<file path="src/shared/vrs_map.svh">
`ifndef VRS_MAP_SVH
`define VRS_MAP_SVH

// Identification code layout
`define VRS_CODE_W          6
`define VRS_NOLOAD_CODE     6'h3F
`define VRS_DAC_BASE_STEPS  7'h2A

// Step direction encodings
`define VRS_DIR_NONE        2'h0
`define VRS_DIR_UP          2'h1
`define VRS_DIR_DOWN        2'h2

// Clock and 16 MHz timebase accumulator
`define VRS_CLK_PERIOD_NS   10
`define VRS_TB_ACC_INC      7'h10
`define VRS_TB_ACC_MOD      7'h64

// Dynamic step timing: one step per 4000 ns, half period wait
`define VRS_STEP_PERIOD_NS  4000
`define VRS_STEP_HALF_CYC   (`VRS_STEP_PERIOD_NS / 2 / `VRS_CLK_PERIOD_NS)

// Soft-start ramp: one step per 32000 ns
`define VRS_RAMP_STEP_NS    32000
`define VRS_RAMP_STEP_CYC   (`VRS_RAMP_STEP_NS / `VRS_CLK_PERIOD_NS)

// Soft-start and no-load counts in switching cycles, and offset steps
`define VRS_SS_DELAY_SW     64
`define VRS_OFS_RAMP_SW     640
`define VRS_OFS_STEPS       4'h8
`define VRS_NOLOAD_SW       2'h2

`endif

</file>
<file path="src/shared/vrs_pkg.sv">
package vrs_pkg;

   // Sequencer states
   typedef enum logic [1:0] {
      VRS_SHUTDOWN,
      VRS_DELAY,
      VRS_RAMP,
      VRS_REGULATE
   } vrs_state_t;

endpackage

</file>
<file path="src/logic/vrs_sequencer.sv">
// Operation
// - Compare sampled code against reference over three 16MHz timebase edges.
// - On a detected change wait half a step period, then step one LSB.
// - Cancel the pending step if the difference sign reverses during the wait.
// - Multi-LSB requests step one LSB every 4us until matched.
// - Phase outputs high-impedance throughout shutdown.
// - Supply monitor must report valid; its hysteresis prevents turn-off.
// - Enable comparator must report high; its hysteresis prevents bounce.
// - Logic-level enable must be high; low means disable.
// - All-ones code is no-load and shuts down; other codes restart.
// - After no-load code wait two cycles before shutdown trip level and disable.
// - Latched overvoltage is not cleared by cycling the code.
// - Soft-start begins immediately once all enable conditions hold.
// - Soft-start ramps the reference linearly from zero to the code level.
// - Phase outputs stay high-impedance until ramp reaches pre-biased output.
// - Soft-start opens with 64 switching cycles, then one step per 32us.
// - Sense offset starts at 100mV and falls to zero over 640 cycles.
// - Power-good goes high once soft-start brings output into its window.
// - Codes decode linearly: zero is 0.525V, 111110 is 1.3V, ones is off.
// - Power-good low in shutdown, high only after completed soft-start.
`timescale 1ns/1ps
`include "vrs_map.svh"

module vrs_sequencer #(
   parameter int SS_DELAY_SW   = `VRS_SS_DELAY_SW,
   parameter int OFS_RAMP_SW   = `VRS_OFS_RAMP_SW,
   parameter int RAMP_STEP_CYC = `VRS_RAMP_STEP_CYC
) (
   input  wire logic        clock,
   input  wire logic        rst_n,
   input  wire logic        clk_en,
   input  wire logic        supply_good_in,
   input  wire logic        enable_cmp_in,
   input  wire logic        logic_level_enable_in,
   input  wire logic [5:0]  volt_id_code,
   input  wire logic        sw_cycle_in,
   input  wire logic        prebias_reached_in,
   input  wire logic        window_ok_in,
   input  wire logic        ov_trip_in,
   output logic [5:0]       ref_code_out,
   output logic [6:0]       dac_level_out,
   output logic [3:0]       sense_offset_out,
   output logic             pwm_hiz_out,
   output logic             power_good_out,
   output logic             ov_level_shutdown_out,
   output logic             soft_start_out
);

   localparam int OFS_SEG_SW = OFS_RAMP_SW / 8;

   vrs_pkg::vrs_state_t state_reg;
   vrs_pkg::vrs_state_t state_next;
   logic [6:0]  tb_acc_reg;
   logic        tb_tick_reg;
   logic [5:0]  samp1_reg;
   logic [5:0]  samp2_reg;
   logic [5:0]  samp3_reg;
   logic [5:0]  target_reg;
   logic [1:0]  noload_cnt_reg;
   logic        noload_off;
   logic        ov_latch_reg;
   logic        en_ok;
   logic [9:0]  sw_cnt_reg;
   logic [9:0]  ofs_seg_reg;
   logic [11:0] step_cnt_reg;
   logic [6:0]  base_reg;
   logic [5:0]  ref_code_reg;
   logic        pending_reg;
   logic        gap_reg;
   logic [1:0]  dir_reg;
   logic [1:0]  dir_now;

   // Direction from reference toward target; no-load never a target
   function automatic logic [1:0] vrs_dir(input logic [5:0] tgt, input logic [5:0] cur);
      if (tgt == `VRS_NOLOAD_CODE || tgt == cur)
         return `VRS_DIR_NONE;
      else if (tgt > cur)
         return `VRS_DIR_UP;
      else
         return `VRS_DIR_DOWN;
   endfunction

   // Fractional divider giving a 16 MHz tick from the 100 MHz clock
   always_ff @(posedge clock)
   begin
      if (!rst_n)
      begin
         tb_acc_reg  <= 7'h00;
         tb_tick_reg <= 1'b0;
      end
      else if (clk_en)
      begin
         if (tb_acc_reg + `VRS_TB_ACC_INC >= `VRS_TB_ACC_MOD)
         begin
            tb_acc_reg  <= 7'(tb_acc_reg + `VRS_TB_ACC_INC - `VRS_TB_ACC_MOD);
            tb_tick_reg <= 1'b1;
         end
         else
         begin
            tb_acc_reg  <= 7'(tb_acc_reg + `VRS_TB_ACC_INC);
            tb_tick_reg <= 1'b0;
         end
      end
   end

   // Code accepted only when three timebase samples agree
   always_ff @(posedge clock)
   begin
      if (!rst_n)
      begin
         samp1_reg  <= `VRS_NOLOAD_CODE;
         samp2_reg  <= `VRS_NOLOAD_CODE;
         samp3_reg  <= `VRS_NOLOAD_CODE;
         target_reg <= `VRS_NOLOAD_CODE;
      end
      else if (clk_en && tb_tick_reg)
      begin
         samp1_reg <= volt_id_code;
         samp2_reg <= samp1_reg;
         samp3_reg <= samp2_reg;
         if (samp1_reg == samp2_reg && samp2_reg == samp3_reg)
            target_reg <= samp3_reg;
      end
   end

   // No-load code counted over switching cycles before it disables
   always_ff @(posedge clock)
   begin
      if (!rst_n)
         noload_cnt_reg <= `VRS_NOLOAD_SW; // Reset target is no-load, so start already counted out
      else if (clk_en)
      begin
         if (target_reg != `VRS_NOLOAD_CODE)
            noload_cnt_reg <= 2'h0;
         else if (sw_cycle_in && noload_cnt_reg != `VRS_NOLOAD_SW)
            noload_cnt_reg <= 2'(noload_cnt_reg + 2'h1);
      end
   end

   assign noload_off = (noload_cnt_reg == `VRS_NOLOAD_SW);

   // Overvoltage latch; a new trip wins over a clearing reset cause
   always_ff @(posedge clock)
   begin
      if (!rst_n)
         ov_latch_reg <= 1'b0;
      else if (clk_en)
      begin
         if (ov_trip_in)
            ov_latch_reg <= 1'b1;
         else if (!supply_good_in || !enable_cmp_in || !logic_level_enable_in)
            ov_latch_reg <= 1'b0;
      end
   end

   // All release conditions together
   assign en_ok = supply_good_in && enable_cmp_in && logic_level_enable_in
                  && !noload_off && !ov_latch_reg;

   // Next state
   always_comb
   begin
      state_next = state_reg;
      if (!en_ok)
         state_next = vrs_pkg::VRS_SHUTDOWN;
      else
      begin
         unique case (state_reg)
            vrs_pkg::VRS_SHUTDOWN:
               state_next = vrs_pkg::VRS_DELAY;
            vrs_pkg::VRS_DELAY:
               if (sw_cycle_in && sw_cnt_reg == 10'(SS_DELAY_SW - 1))
                  state_next = vrs_pkg::VRS_RAMP;
            vrs_pkg::VRS_RAMP:
               if (base_reg == `VRS_DAC_BASE_STEPS && ref_code_reg >= target_reg)
                  state_next = vrs_pkg::VRS_REGULATE;
            vrs_pkg::VRS_REGULATE:
               state_next = vrs_pkg::VRS_REGULATE;
         endcase
      end
   end

   // State register
   always_ff @(posedge clock)
   begin
      if (!rst_n)
         state_reg <= vrs_pkg::VRS_SHUTDOWN;
      else if (clk_en)
         state_reg <= state_next;
   end

   // Switching cycles of the initial delay
   always_ff @(posedge clock)
   begin
      if (!rst_n)
         sw_cnt_reg <= 10'h000;
      else if (clk_en)
      begin
         if (state_reg != vrs_pkg::VRS_DELAY)
            sw_cnt_reg <= 10'h000;
         else if (sw_cycle_in)
            sw_cnt_reg <= 10'(sw_cnt_reg + 10'h001);
      end
   end

   // Sense offset held during delay, then stepped down over the ramp
   always_ff @(posedge clock)
   begin
      if (!rst_n)
      begin
         sense_offset_out <= `VRS_OFS_STEPS;
         ofs_seg_reg      <= 10'h000;
      end
      else if (clk_en)
      begin
         if (state_next == vrs_pkg::VRS_SHUTDOWN || state_next == vrs_pkg::VRS_DELAY)
         begin
            sense_offset_out <= `VRS_OFS_STEPS;
            ofs_seg_reg      <= 10'h000;
         end
         else if (sw_cycle_in && sense_offset_out != 4'h0)
         begin
            if (ofs_seg_reg == 10'(OFS_SEG_SW - 1))
            begin
               ofs_seg_reg      <= 10'h000;
               sense_offset_out <= 4'(sense_offset_out - 4'h1);
            end
            else
               ofs_seg_reg <= 10'(ofs_seg_reg + 10'h001);
         end
      end
   end

   assign dir_now = vrs_dir(target_reg, ref_code_reg);

   // Reference: soft-start ramp, then dynamic single-LSB stepping
   always_ff @(posedge clock)
   begin
      if (!rst_n)
      begin
         step_cnt_reg <= 12'h000;
         base_reg     <= 7'h00;
         ref_code_reg <= 6'h00;
         pending_reg  <= 1'b0;
         gap_reg      <= 1'b0;
         dir_reg      <= `VRS_DIR_NONE;
      end
      else if (clk_en)
      begin
         if (state_reg == vrs_pkg::VRS_SHUTDOWN || state_reg == vrs_pkg::VRS_DELAY)
         begin
            step_cnt_reg <= 12'h000;
            base_reg     <= 7'h00;
            ref_code_reg <= 6'h00;
            pending_reg  <= 1'b0;
            gap_reg      <= 1'b0;
         end
         else if (state_reg == vrs_pkg::VRS_RAMP)
         begin
            if (step_cnt_reg == 12'(RAMP_STEP_CYC - 1))
            begin
               step_cnt_reg <= 12'h000;
               if (base_reg != `VRS_DAC_BASE_STEPS)
                  base_reg <= 7'(base_reg + 7'h01);
               else if (ref_code_reg < target_reg)
                  ref_code_reg <= 6'(ref_code_reg + 6'h01);
            end
            else
               step_cnt_reg <= 12'(step_cnt_reg + 12'h001);
         end
         else if (pending_reg)
         begin
            if (dir_now != dir_reg)
            begin
               pending_reg  <= 1'b0;
               step_cnt_reg <= 12'h000;
            end
            else if (step_cnt_reg == 12'(`VRS_STEP_HALF_CYC - 1))
            begin
               pending_reg  <= 1'b0;
               gap_reg      <= 1'b1;
               step_cnt_reg <= 12'h000;
               if (dir_reg == `VRS_DIR_UP)
                  ref_code_reg <= 6'(ref_code_reg + 6'h01);
               else
                  ref_code_reg <= 6'(ref_code_reg - 6'h01);
            end
            else
               step_cnt_reg <= 12'(step_cnt_reg + 12'h001);
         end
         else if (gap_reg)
         begin
            if (step_cnt_reg == 12'(`VRS_STEP_HALF_CYC - 2))
            begin
               gap_reg      <= 1'b0;
               step_cnt_reg <= 12'h000;
            end
            else
               step_cnt_reg <= 12'(step_cnt_reg + 12'h001);
         end
         else if (dir_now != `VRS_DIR_NONE)
         begin
            pending_reg  <= 1'b1;
            dir_reg      <= dir_now;
            step_cnt_reg <= 12'h000;
         end
      end
   end

   // Registered reference outputs, one cycle behind the code
   always_ff @(posedge clock)
   begin
      if (!rst_n)
      begin
         ref_code_out  <= 6'h00;
         dac_level_out <= 7'h00;
      end
      else if (clk_en)
      begin
         ref_code_out  <= ref_code_reg;
         dac_level_out <= 7'(base_reg + {1'b0, ref_code_reg});
      end
   end

   // Phase drive, power-good and status flags
   always_ff @(posedge clock)
   begin
      if (!rst_n)
      begin
         pwm_hiz_out           <= 1'b1;
         power_good_out        <= 1'b0;
         ov_level_shutdown_out <= 1'b1;
         soft_start_out        <= 1'b0;
      end
      else if (clk_en)
      begin
         unique case (state_next)
            vrs_pkg::VRS_SHUTDOWN, vrs_pkg::VRS_DELAY:
               pwm_hiz_out <= 1'b1;
            vrs_pkg::VRS_RAMP:
               if (prebias_reached_in)
                  pwm_hiz_out <= 1'b0;
            vrs_pkg::VRS_REGULATE:
               pwm_hiz_out <= 1'b0;
         endcase
         power_good_out <= (state_next == vrs_pkg::VRS_REGULATE) && window_ok_in;
         ov_level_shutdown_out <= (state_next == vrs_pkg::VRS_SHUTDOWN);
         soft_start_out <= (state_next == vrs_pkg::VRS_DELAY) || (state_next == vrs_pkg::VRS_RAMP);
      end
   end
endmodule // vrs_sequencer

</file>
<file path="config.mk">
export PLATFORM = sky130hd
export DESIGN_NAME = vrs_sequencer
export DESIGN_NICKNAME = d
export VERILOG_FILES = /design/src/shared/vrs_pkg.sv /design/src/logic/vrs_sequencer.sv
export VERILOG_INCLUDE_DIRS = /design/src /design/src/shared
export SDC_FILE = /design/constraint.sdc
export NUM_CORES = 1
export LEC_CHECK = 0
export ABC_AREA = 1
export BUFFER_PORTS_ARGS = -buffer_cell sky130_fd_sc_hd__buf_4
export CORE_UTILIZATION = 61
export CTS_CLUSTER_DIAMETER = 60
export CTS_CLUSTER_SIZE = 25
export DETAILED_ROUTE_END_ITERATION = 7
export PLACE_DENSITY = 0.88
export RECOVER_POWER = 100
export SYNTH_ARGS = -nofsm -noshare
export SYNTH_HDL_FRONTEND = slang
export SYNTH_SLANG_ARGS = --single-unit
</file>
<file path="constraint.sdc">
create_clock -name clock -period 3.7 [get_ports clock]
set_clock_uncertainty 0.05 [all_clocks]
set_input_delay 0.74 -clock clock [delete_from_list [all_inputs] [get_ports clock]]
set_output_delay 0.74 -clock clock [all_outputs]
set_load 0.02 [all_outputs]
</file>
==> results_dict.tcl, run 1 <==
set metrics [dict create \
    outcome "complete, but fails checks" \
    failed_checks "max-capacitance violations, max-slew violations" \
    cts.hold.buffers_added 0 \
    floorplan.core_area_sq_mm 0.009240 \
    synth_area_leaders "sky130_fd_sc_hd__dfxtp_1 (36%), sky130_fd_sc_hd__nand2_1 (11%), sky130_fd_sc_hd__inv_1 (6.7%)" \
    gpl.final_weighted_congestion 0.9656 \
    clkTransAtPathRegs_ps 110 \
    avgRoutedWirePerCell_microns 13.47 \
    grt_util_all_layers 0.2728 \
    cpMaxStageDelayCell "sky130_fd_sc_hd__dfxtp_1" \
    groute.layer.met3.usage 0.05762 \
    postLayoutCoreUtil 0.6726 \
    die_footprint_sq_mm 0.009909 \
    total_power_w 0.002169 \
    hold_path.class "reg -> reg" \
    ioPinCount 37 \
    placementRows 35 \
    first_global_vias 5112 \
    grt_setup_unrepaired "false" \
    largest_register_ffs 12 \
    cp-start-kind "flop" \
    postRouteAntennaNets 0 \
    floorplan.initialDensity 0.6282 \
    ys_warns 0 \
    regToRegSetupSlack_ps 430 \
    p_per_area_mw_per_mm2 349.1 \
    drt_drc_violations_left 0 \
    syn-cell-area_sq_mm 0.005804 \
    worst_setup_path_endpoint "ofs_seg_reg[8]$_SDFFE_PN0P_" \
    synth-seq-cells 105 \
    route.final.wire_length_microns 13120 \
    tritoncts_clock_tree "yes" \
    final-hold-violation-count 0 \
    mappedNetlistNets 861 \
    static-leakage-power_nw 2.703 \
    half_perimeter_wire_length_of_the_detailed_placement_result_microns 9518 \
    post_synth_num_cell_types 48 \
    regArea_sq_mm 0.002103 \
    cp-end-kind "flop" \
    grt_first_pass_wirelength_microns 21940 \
    fin_hold_ws_ps 424.1 \
    vias 5429 \
    critical_path.reg2reg.endpoint "ofs_seg_reg[8]$_SDFFE_PN0P_" \
    irDropWorstVdd_mv 0.2861 \
    maxCapViolCount 1 \
    worst_path_most_repeated_cell "sky130_fd_sc_hd__nand2_1" \
    setup_viol_count_final 0 \
    synth_top_area_cell "sky130_fd_sc_hd__dfxtp_1" \
    critical-path-max-stage-delay_ps 490 \
    drv_slew 37 \
    fillCellCount 781 \
    cells_along_the_critical_path "ha_1 > nand2_1 > nand2_1 > nand2_1 > nand2_1 > nor2_1 > nand2_1 > nand3_1 > nand2_1 > o21ai_1 > ha_1 > nor2_1 > inv_1 > nand2_1 > nand2_2 > inv_1 > nor2_1 > nand2_1 > nor4_2 > nand3_1 > nand2_1 > nor2_1" \
    worstPathMaxFanout 7 \
    cts_htree_levels 3 \
    syn_avg_cell_area_sq_um 7.139 \
    grt.busiest_layer "met2" \
    clk-insertion-delay-late_ps 380 \
    die_height_microns 99.55 \
    final_layout_size_suffix_gt1_frac 0.08047 \
    tightestPinTransition_ps 1845 \
    first_pass_iters 5 \
    clock_sink_count 105 \
    remaining_overflow_grt 0 \
    crit_path_start "ref_code_reg[3]$_SDFFE_PN0P_" \
    global_routing_met1_resource_utilization 0.3173 \
    drtIter0Drc 249 \
    grt_antenna_before_repair 0 \
    timing.setup.tns_ps 0 \
    worstPathArrival_ps 3510 \
    synth_sequential_area_ratio 0.3621 \
    layout.cells.most_common "sky130_fd_sc_hd__nand2_1" \
    crit_required_ps 3940 \
    inserted_clock_buffers 9 \
    crit_type "reg -> reg" \
    final_critical_path_share_of_the_clock_period 0.8836 \
    viasPerCell 5.574 \
    diodes 0 \
    layout.cells.most_common_list "sky130_fd_sc_hd__nand2_1 (170), sky130_fd_sc_hd__inv_1 (106), sky130_fd_sc_hd__dfxtp_1 (104)" \
    synth_largest_type_area_fraction 0.3621 \
    grt_max_degree 55 \
    r2r.worst_path.cells 22 \
    flow.area_growth_from_synthesis_pct 7.070 \
    io_buffers 36 \
    origin_of_the_critical_flop_to_flop_path "ref_code_reg[3]$_SDFFE_PN0P_" \
    die_x_microns 99.55 \
    cts_root_buffer "sky130_fd_sc_hd__clkbuf_8" \
    final_period_minus_worst_setup_slack_ps 3269 \
    clock_path_buffers 2 \
    met2_usage 0.4920 \
    max-slew-margin-rel -0.2299 \
    multiInputGateArea_sq_mm 0.003131 \
    fmax_mhz 305.9 \
    nNetsFinal 888 \
    syn-instance-count 813 \
]
[worst max-delay path: cells and delay by family, from the launching register on]
kind                     cells  cell delay, ps
adder cells (fa/ha/maj)      2             540
AO/OA/AOI/OAI                1             280
flip-flops                   1             490
buffers and inverters        2             150
AND/OR/NAND/NOR             17            1690
[per-layer routing]
| metal | share of wire | routed length [microns] | up-vias |
|---|---|---|---|
| li1 | - | - | 2721 |
| met1 | 0.42 | 5532 | 2525 |
| met2 | 0.51 | 6637 | 159 |
| met3 | 0.054 | 715 | 24 |
| met4 | 0.018 | 235 | 0 |
| met5 | 0 | 0 | - |
[synthesized netlist by cell type, drive strengths merged]
library cell	count
o22ai	3
o21bai	1
nor2	83
a21boi	1
fa	1
a32o	1
nor4	5
o41ai	1
xnor2	10
nor3	23
o311ai	1
dfxtp	105
o2111ai	3
o21ai	46
inv	109
nand2	189
o21a	4
buf	10
o32ai	1
nand4	8
ha	31
nand3	40
o221ai	2
o211ai	18
a21oi	71
a31oi	5
xor2	14
nor3b	4
or2	3
clkbuf	13
nand3b	1
a211oi	3
a22o	1
o31ai	2
[cells by family after synthesis]
logic type | synth area share
buffers and inverters | 0.08967
flip-flops | 0.3621
AO/OA/AOI/OAI | 0.1714
XOR/XNOR | 0.03621
AND/OR/NAND/NOR | 0.2703
adder cells (fa/ha/maj) | 0.07027
[power by group]
part           switching (W)  internal [W]  total [W]
Combinational       0.000160     0.0000744   0.000234
Sequential         0.0000247       0.00116    0.00118
Clock               0.000424      0.000327   0.000752
Total               0.000609       0.00156    0.00217
[how the worst min path moves through the flow]
stage,from,end,slack (ps),cells after the start
floorplan,ov_latch_reg$_SDFFE_PN0P_,ov_latch_reg$_SDFFE_PN0P_,390,2
global placement,ov_latch_reg$_SDFFE_PN0P_,ov_latch_reg$_SDFFE_PN0P_,400,2
detailed placement,tb_tick_reg$_SDFFE_PN0P_,tb_tick_reg$_SDFFE_PN0P_,420,2
CTS,base_reg[6]$_SDFFE_PN0P_,base_reg[6]$_SDFFE_PN0P_,430,2
global route,base_reg[6]$_SDFFE_PN0P_,base_reg[6]$_SDFFE_PN0P_,450,2
finish,base_reg[6]$_SDFFE_PN0P_,base_reg[6]$_SDFFE_PN0P_,420,2
[what timing repair did]
item / in CTS / in global routing
gates resized for setup: 0 / 3
endpoints found under the setup margin: 0 / 9
setup buffers: 0 / 0
[through the flow]
step | setup WS [ps] | std cells | area [sq um]
floorplan | 730.0 | 813 | 5804
global placement | 455.9 | 958 | 6147
detailed placement | 242.3 | 958 | 6147
CTS | 206.2 | 974 | 6355
global route | 2.803 | 974 | 6215
finish | 430.7 | 974 | 6215
[area by class of cell]
type                       instances  area share
tap                              129     0.02597
clock buffer                       9     0.01993
sequential                       105      0.3384
clock inverter                     7     0.01349
multi-input combinational        576      0.5037
timing repair buffer              39     0.03262
inverter                         109     0.06583
No activity file was read; power rests on OpenSTA's default activity.
==> inputs of run 2 (changes only) <==
--- a/config.mk
+++ b/config.mk
@@ -12,6 +12,7 @@
 export CTS_CLUSTER_DIAMETER = 60
 export CTS_CLUSTER_SIZE = 25
 export DETAILED_ROUTE_END_ITERATION = 7
+export GPL_TIMING_DRIVEN = 0
 export PLACE_DENSITY = 0.88
 export RECOVER_POWER = 100
 export SYNTH_ARGS = -nofsm -noshare
==> run 2 against run 1 <==
  * The run now ends clean
  * Sequential share of layout area is 0.32 points lower
  * Global-route usage is 2.0 points higher
  * Core utilization grew 0.65 points
  * First-iteration DRC count rose by 23%
  * Register-to-register slack barely moved
  * Largest cell class unchanged
  * Largest power group unchanged
  * Highest routed layer unchanged
==> results_dict.tcl, run 2 (synthesis results as in run 1) <==
set metrics [dict create \
    outcome "completed" \
    drv_slew 0 \
    static-leakage-power_nw 2.725 \
    crit_required_ps 3990 \
    final_period_minus_worst_setup_slack_ps 3271 \
    fin_hold_ws_ps 426.4 \
    cp-start-kind "flop" \
    postLayoutCoreUtil 0.6791 \
    tritoncts_clock_tree "yes" \
    tightestPinTransition_ps 810.8 \
    largest_register_ffs 12 \
    avgRoutedWirePerCell_microns 14.05 \
    ioPinCount 37 \
    nNetsFinal 907 \
    half_perimeter_wire_length_of_the_detailed_placement_result_microns 10160 \
    route.final.wire_length_microns 13920 \
    grt_max_degree 17 \
    fillCellCount 782 \
    cts_htree_levels 3 \
    drt_drc_violations_left 0 \
    fmax_mhz 305.7 \
    grt_setup_unrepaired "false" \
    cpMaxStageDelayCell "sky130_fd_sc_hd__dfxtp_1" \
    maxCapViolCount 0 \
    worstPathArrival_ps 3560 \
    critical-path-max-stage-delay_ps 460 \
    crit_type "reg -> reg" \
    path_buf_inv 6 \
    floorplan.core_area_sq_mm 0.009240 \
    gpl.final_weighted_congestion 0.9488 \
    postRouteAntennaNets 0 \
    worst_path_most_repeated_cell "sky130_fd_sc_hd__nand2_1" \
    die_footprint_sq_mm 0.009909 \
    final-hold-violation-count 0 \
    irDropWorstVdd_mv 0.3132 \
    layout.cells.most_common "sky130_fd_sc_hd__nand2_1" \
    grt_util_all_layers 0.2929 \
    cells_along_the_critical_path "ha_1 > nand2_1 > inv_1 > nand2_1 > nand2_1 > nor2_2 > nand2_1 > nand3_1 > nand2_1 > o21ai_2 > inv_1 > ha_1 > nor2_1 > inv_1 > nand2_1 > nand2_2 > nand2_1 > inv_1 > nor2_4 > inv_1 > a21oi_1 > o21ai_0 > inv_1" \
    critPathTopFamily "simple AND/OR/NAND/NOR gates" \
    clkTransAtPathRegs_ps 100 \
    final_critical_path_share_of_the_clock_period 0.8841 \
    floorplan.initialDensity 0.6282 \
    layout.cells.most_common_list "sky130_fd_sc_hd__nand2_1 (174), sky130_fd_sc_hd__inv_1 (107), sky130_fd_sc_hd__dfxtp_1 (104)" \
    timing.setup.tns_ps 0 \
    setup_viol_count_final 0 \
    first_global_vias 5290 \
    post-cts-setup-buffers 0 \
    viasPerCell 5.590 \
    die_x_microns 99.55 \
    grt_first_pass_wirelength_microns 23340 \
    worstPathMaxFanout 6 \
    final_layout_size_suffix_gt1_frac 0.07309 \
    placementRows 35 \
    clock_path_buffers 2 \
    max-slew-margin-rel 0.4545 \
    placed_cells 977 \
    hold_path.class "reg -> reg" \
    cp-end-kind "flop" \
    remaining_overflow_grt 0 \
    first_pass_iters 7 \
    cts_root_buffer "sky130_fd_sc_hd__clkbuf_8" \
    vias 5540 \
    die_height_microns 99.55 \
    flow.area_growth_from_synthesis_pct 8.105 \
    grt_antenna_before_repair 0 \
    number_of_standard_cells_in_the_final_layout_excluding_fillers 991 \
    inserted_clock_buffers 9 \
    p_per_area_mw_per_mm2 341.9 \
    regToRegSetupSlack_ps 430 \
    clock_sink_count 105 \
    io_buffers 35 \
    diodes 0 \
    drtIter0Drc 306 \
    clk-insertion-delay-late_ps 380 \
]
run 2: cell count changes in the layout (fill, tap and decap cells not counted), sizes merged:
cell,delta
clkbuf,+18
inv,-3
buf,+2
run 2: final cells by class:
type                       instances  area [sq um]  share of cell area
multi-input combinational        576          3128              0.4985
sequential                       105          2103              0.3352
inverter                         109         409.1             0.06520
timing repair buffer              35         180.2             0.02871
tap                              129         161.4             0.02572
clock buffer                      10         137.6             0.02193
buffer                            23         102.6             0.01635
clock inverter                     4         52.55            0.008375
run 2: repair_timing:
action	4_1_cts	5_1_grt
endpoints found under the setup margin	0	11
hold buffers	0	0
gates resized for setup	0	6
run 2: per-stage QoR:
step	instance area, sq um	setup WS (ps)	power [W]
floorplan	5804	730.0	0.001376
global placement	6228	219.8	0.001451
detailed placement	6228	163.2	0.001463
CTS	6419	30.52	0.002162
global route	6275	15.98	0.002224
finish	6275	428.7	0.002145
run 2: final timing paths:
check,start,cells after the start,to
setup / recovery,ref_code_reg[5]$_SDFFE_PN0P_,23,ofs_seg_reg[3]$_SDFFE_PN0P_
hold / removal,step_cnt_reg[9]$_SDFFE_PN0P_,2,step_cnt_reg[9]$_SDFFE_PN0P_
setup reg to reg,ref_code_reg[5]$_SDFFE_PN0P_,23,ofs_seg_reg[3]$_SDFFE_PN0P_
hold reg to reg,step_cnt_reg[9]$_SDFFE_PN0P_,2,step_cnt_reg[9]$_SDFFE_PN0P_
run 2: per-layer routing:
metal	vias up	global-route usage	share of wire	routed length (microns)
li1	2755	-	-	-
met1	2533	0.3352	0.42	5864
met2	199	0.5016	0.48	6678
met3	53	0.06957	0.062	869
met4	0	0.1663	0.037	510
met5	-	0	0	0
run 2: report_power, final:
group / internal, W / leakage, nW / total, W / switching [W]
Sequential: 0.00116 / 0.853 / 0.00118 / 0.0000234
Combinational: 0.0000782 / 1.77 / 0.000248 / 0.000170
Clock: 0.000327 / 0.0986 / 0.000715 / 0.000389
run 2: worst reg2reg max path, stage by stage (launching register included):
cell,delay [ps]
sky130_fd_sc_hd__dfxtp_1,460
sky130_fd_sc_hd__ha_1,290
sky130_fd_sc_hd__nand2_1,100
sky130_fd_sc_hd__inv_1,50
sky130_fd_sc_hd__nand2_1,80
sky130_fd_sc_hd__nand2_1,60
sky130_fd_sc_hd__nor2_2,150
sky130_fd_sc_hd__nand2_1,70
sky130_fd_sc_hd__nand3_1,70
sky130_fd_sc_hd__nand2_1,80
sky130_fd_sc_hd__o21ai_2,190
sky130_fd_sc_hd__inv_1,100
sky130_fd_sc_hd__ha_1,200
sky130_fd_sc_hd__nor2_1,160
sky130_fd_sc_hd__inv_1,90
sky130_fd_sc_hd__nand2_1,90
sky130_fd_sc_hd__nand2_2,110
sky130_fd_sc_hd__nand2_1,140
sky130_fd_sc_hd__inv_1,120
sky130_fd_sc_hd__nor2_4,150
sky130_fd_sc_hd__inv_1,130
sky130_fd_sc_hd__a21oi_1,140
sky130_fd_sc_hd__o21ai_0,110
sky130_fd_sc_hd__inv_1,60
==> inputs of run 3 (changes only) <==
==> constraint.sdc (replaced) <==
create_clock -name clock -period 3.4 [get_ports clock]
set_clock_uncertainty 0.05 [all_clocks]
set_input_delay 0.68 -clock clock [delete_from_list [all_inputs] [get_ports clock]]
set_output_delay 0.68 -clock clock [all_outputs]
set_load 0.02 [all_outputs]
==> run 3 against run 2 <==
  * Sequential cell count is the same
  * Highest routed layer unchanged
  * Largest cell class unchanged
  * Cell count rose by 0.30%
  * Global-route usage grew 0.060 points
  * Clock power rose by 8.7%
==> results_dict.tcl, run 3 (synthesis results as in run 1) <==
set metrics [dict create \
    p_comb_frac 0.118 \
    floorplan.initialDensity 0.6282 \
    clock_sink_count 105 \
    cp-end-kind "flop" \
    remaining_overflow_grt 0 \
    netSwitchingFraction 0.2716 \
    postRouteAntennaNets 0 \
    grt_first_pass_wirelength_microns 23380 \
    drt_drc_violations_left 0 \
    avgRoutedWirePerCell_microns 14.22 \
    ioPinCount 37 \
    worstPathArrival_ps 3390 \
    cells_along_the_critical_path "inv_1 > ha_1 > nand2_1 > inv_1 > nand2_1 > nand2_1 > nor2_2 > nand2_1 > nand3_1 > nand2_1 > o21ai_2 > buf_4 > ha_2 > nor2_2 > inv_1 > nand2_1 > nand2_2 > inv_1 > nor2_2 > nand2_2 > nor4_4 > nand3_1 > nand2_1 > nor2_1" \
    viasPerCell 5.654 \
    fmax_mhz 316.1 \
    share_clk_of_total_power 0.332 \
    grt_max_degree 17 \
    grt_util_all_layers 0.2935 \
    grt_antenna_before_repair 0 \
    power.share.sequential 0.550 \
    crit_type "reg -> reg" \
    die_x_microns 99.55 \
    static-leakage-power_nw 2.765 \
    path_buf_inv 5 \
    total_power_w 0.002340 \
    irDropWorstVdd_mv 0.3411 \
    cpMaxStageDelayCell "sky130_fd_sc_hd__dfxtp_2" \
    regToRegSetupSlack_ps 240 \
    max-slew-margin-rel 0.4610 \
    finalWorstSetupSlack_ps 236.5 \
    hold_path.class "reg -> reg" \
    total_switching_power_w 0.0006356 \
    nNetsFinal 910 \
    critPathTopFamily "simple AND/OR/NAND/NOR gates" \
    diodes 0 \
    die_height_microns 99.55 \
    outcome "completed" \
    vias 5620 \
    route.final.wire_length_microns 14130 \
    p_int_w 0.001704 \
    placementRows 35 \
    worst_path_most_repeated_cell "sky130_fd_sc_hd__nand2_1" \
    maxCapViolCount 0 \
    half_perimeter_wire_length_of_the_detailed_placement_result_microns 10160 \
    setup_viol_count_final 0 \
    tightestPinTransition_ps 801.1 \
    clk-insertion-delay-late_ps 380 \
    crit_required_ps 3620 \
    flow.area_growth_from_synthesis_pct 10.00 \
    inserted_clock_buffers 9 \
    floorplan.core_area_sq_mm 0.009240 \
    layout.cells.most_common_list "sky130_fd_sc_hd__nand2_1 (169), sky130_fd_sc_hd__inv_1 (107), sky130_fd_sc_hd__dfxtp_1 (97)" \
    first_pass_iters 5 \
    largest_register_ffs 12 \
    clock_path_buffers 2 \
    clkTransAtPathRegs_ps 100 \
    p_per_area_mw_per_mm2 366.5 \
    gpl.final_weighted_congestion 0.9488 \
    cp-start-kind "flop" \
    tritoncts_clock_tree "yes" \
    fillCellCount 764 \
    io_buffers 35 \
    detailedPlace.worstSlack_ps -136.8 \
    layout.cells.most_common "sky130_fd_sc_hd__nand2_1" \
    worstPathMaxFanout 6 \
    final_critical_path_share_of_the_clock_period 0.9304 \
    cts.hold.buffers_added 0 \
    cts_root_buffer "sky130_fd_sc_hd__clkbuf_8" \
    postLayoutCoreUtil 0.6910 \
    cts_htree_levels 3 \
    final_period_minus_worst_setup_slack_ps 3164 \
    first_global_vias 5286 \
    final_layout_size_suffix_gt1_frac 0.1087 \
    die_footprint_sq_mm 0.009909 \
    final-hold-violation-count 0 \
    critical-path-max-stage-delay_ps 360 \
    drv_slew 0 \
    drtIter0Drc 353 \
]
[run 3: changes by cell type in the layout (fill, tap and decap cells not counted), moves of 5 or more]
cell | previous run | this run
sky130_fd_sc_hd__nand2_1 | 174 | 169
sky130_fd_sc_hd__dfxtp_1 | 104 | 97
sky130_fd_sc_hd__a21oi_2 | 1 | 10
sky130_fd_sc_hd__nand2_2 | 15 | 20
sky130_fd_sc_hd__a21oi_1 | 69 | 60
sky130_fd_sc_hd__dfxtp_2 | 1 | 8
[run 3: layer usage]
metal  wire length, microns  vias to the layer above  part of all wire  GRT usage
li1                       -                     2772                 -          -
met1                   5880                     2565              0.42     0.3357
met2                   6824                      223              0.48     0.5043
met3                    893                       60             0.063    0.06957
met4                    531                        0             0.038     0.1640
met5                      0                        -                 0          0
[run 3: area by class of cell]
cell class / count / area [sq um] / share of cell area
Timing Repair Buffer: 38 / 202.7 / 0.03175
Multi-Input combinational cell: 576 / 3198 / 0.5009
Clock inverter: 4 / 52.55 / 0.008230
Buffer: 23 / 111.4 / 0.01744
Sequential cell: 105 / 2112 / 0.3308
Tap cell: 129 / 161.4 / 0.02528
Inverter: 109 / 409.1 / 0.06408
Clock buffer: 10 / 137.6 / 0.02156
[run 3: timing repair]
item,CTS,global route
endpoints found under the setup margin,9,11
pin swaps,0,4
cloned,0,0
buffers inserted,0,3
resized for setup,3,16
[run 3: path summary, 6_finish.rpt]
path	from	endpoint	cells past startpoint
min reg2reg	ov_latch_reg$_SDFFE_PN0P_	ov_latch_reg$_SDFFE_PN0P_	2
max	target_reg[5]$_SDFFE_PN1P_	ofs_seg_reg[8]$_SDFFE_PN0P_	24
max reg2reg	target_reg[5]$_SDFFE_PN1P_	ofs_seg_reg[8]$_SDFFE_PN0P_	24
min	ov_latch_reg$_SDFFE_PN0P_	ov_latch_reg$_SDFFE_PN0P_	2
[run 3: stage by stage]
step | cells | hold WS [ps] | instance area [sq um] | TNS, ps
3_3_place_gp | 977 | 400.9 | 6228 | -111.9
2_1_floorplan | 813 | 389.6 | 5804 | 0
4_1_cts | 991 | 428.6 | 6422 | 0
6_report | 994 | 434.9 | 6385 | 0
5_1_grt | 994 | 440.1 | 6385 | -67.53
3_5_place_dp | 977 | 413.7 | 6228 | -348.3
[run 3: power groups by stage]
| stage | Combinational [W] | Sequential (W) | Clock, W |
|---|---|---|---|
| global placement | 0.000266 | 0.00131 | 0 |
| CTS | 0.000281 | 0.00129 | 0.000786 |
| detailed placement | 0.000278 | 0.00131 | 0 |
| finish | 0.000276 | 0.00129 | 0.000777 |
| floorplan | 0.000173 | 0.00132 | 0 |
| global route | 0.000307 | 0.00129 | 0.000829 |
[run 3: worst register-to-register path, delay by kind of cell, from the launching register on]
family	cells	cell delay, ps
AOI/OAI and AO/OA	1	160
buffers and inverters	5	410
adders and majority gates	2	490
and+or+nand+nor	16	1590
DFF	1	360
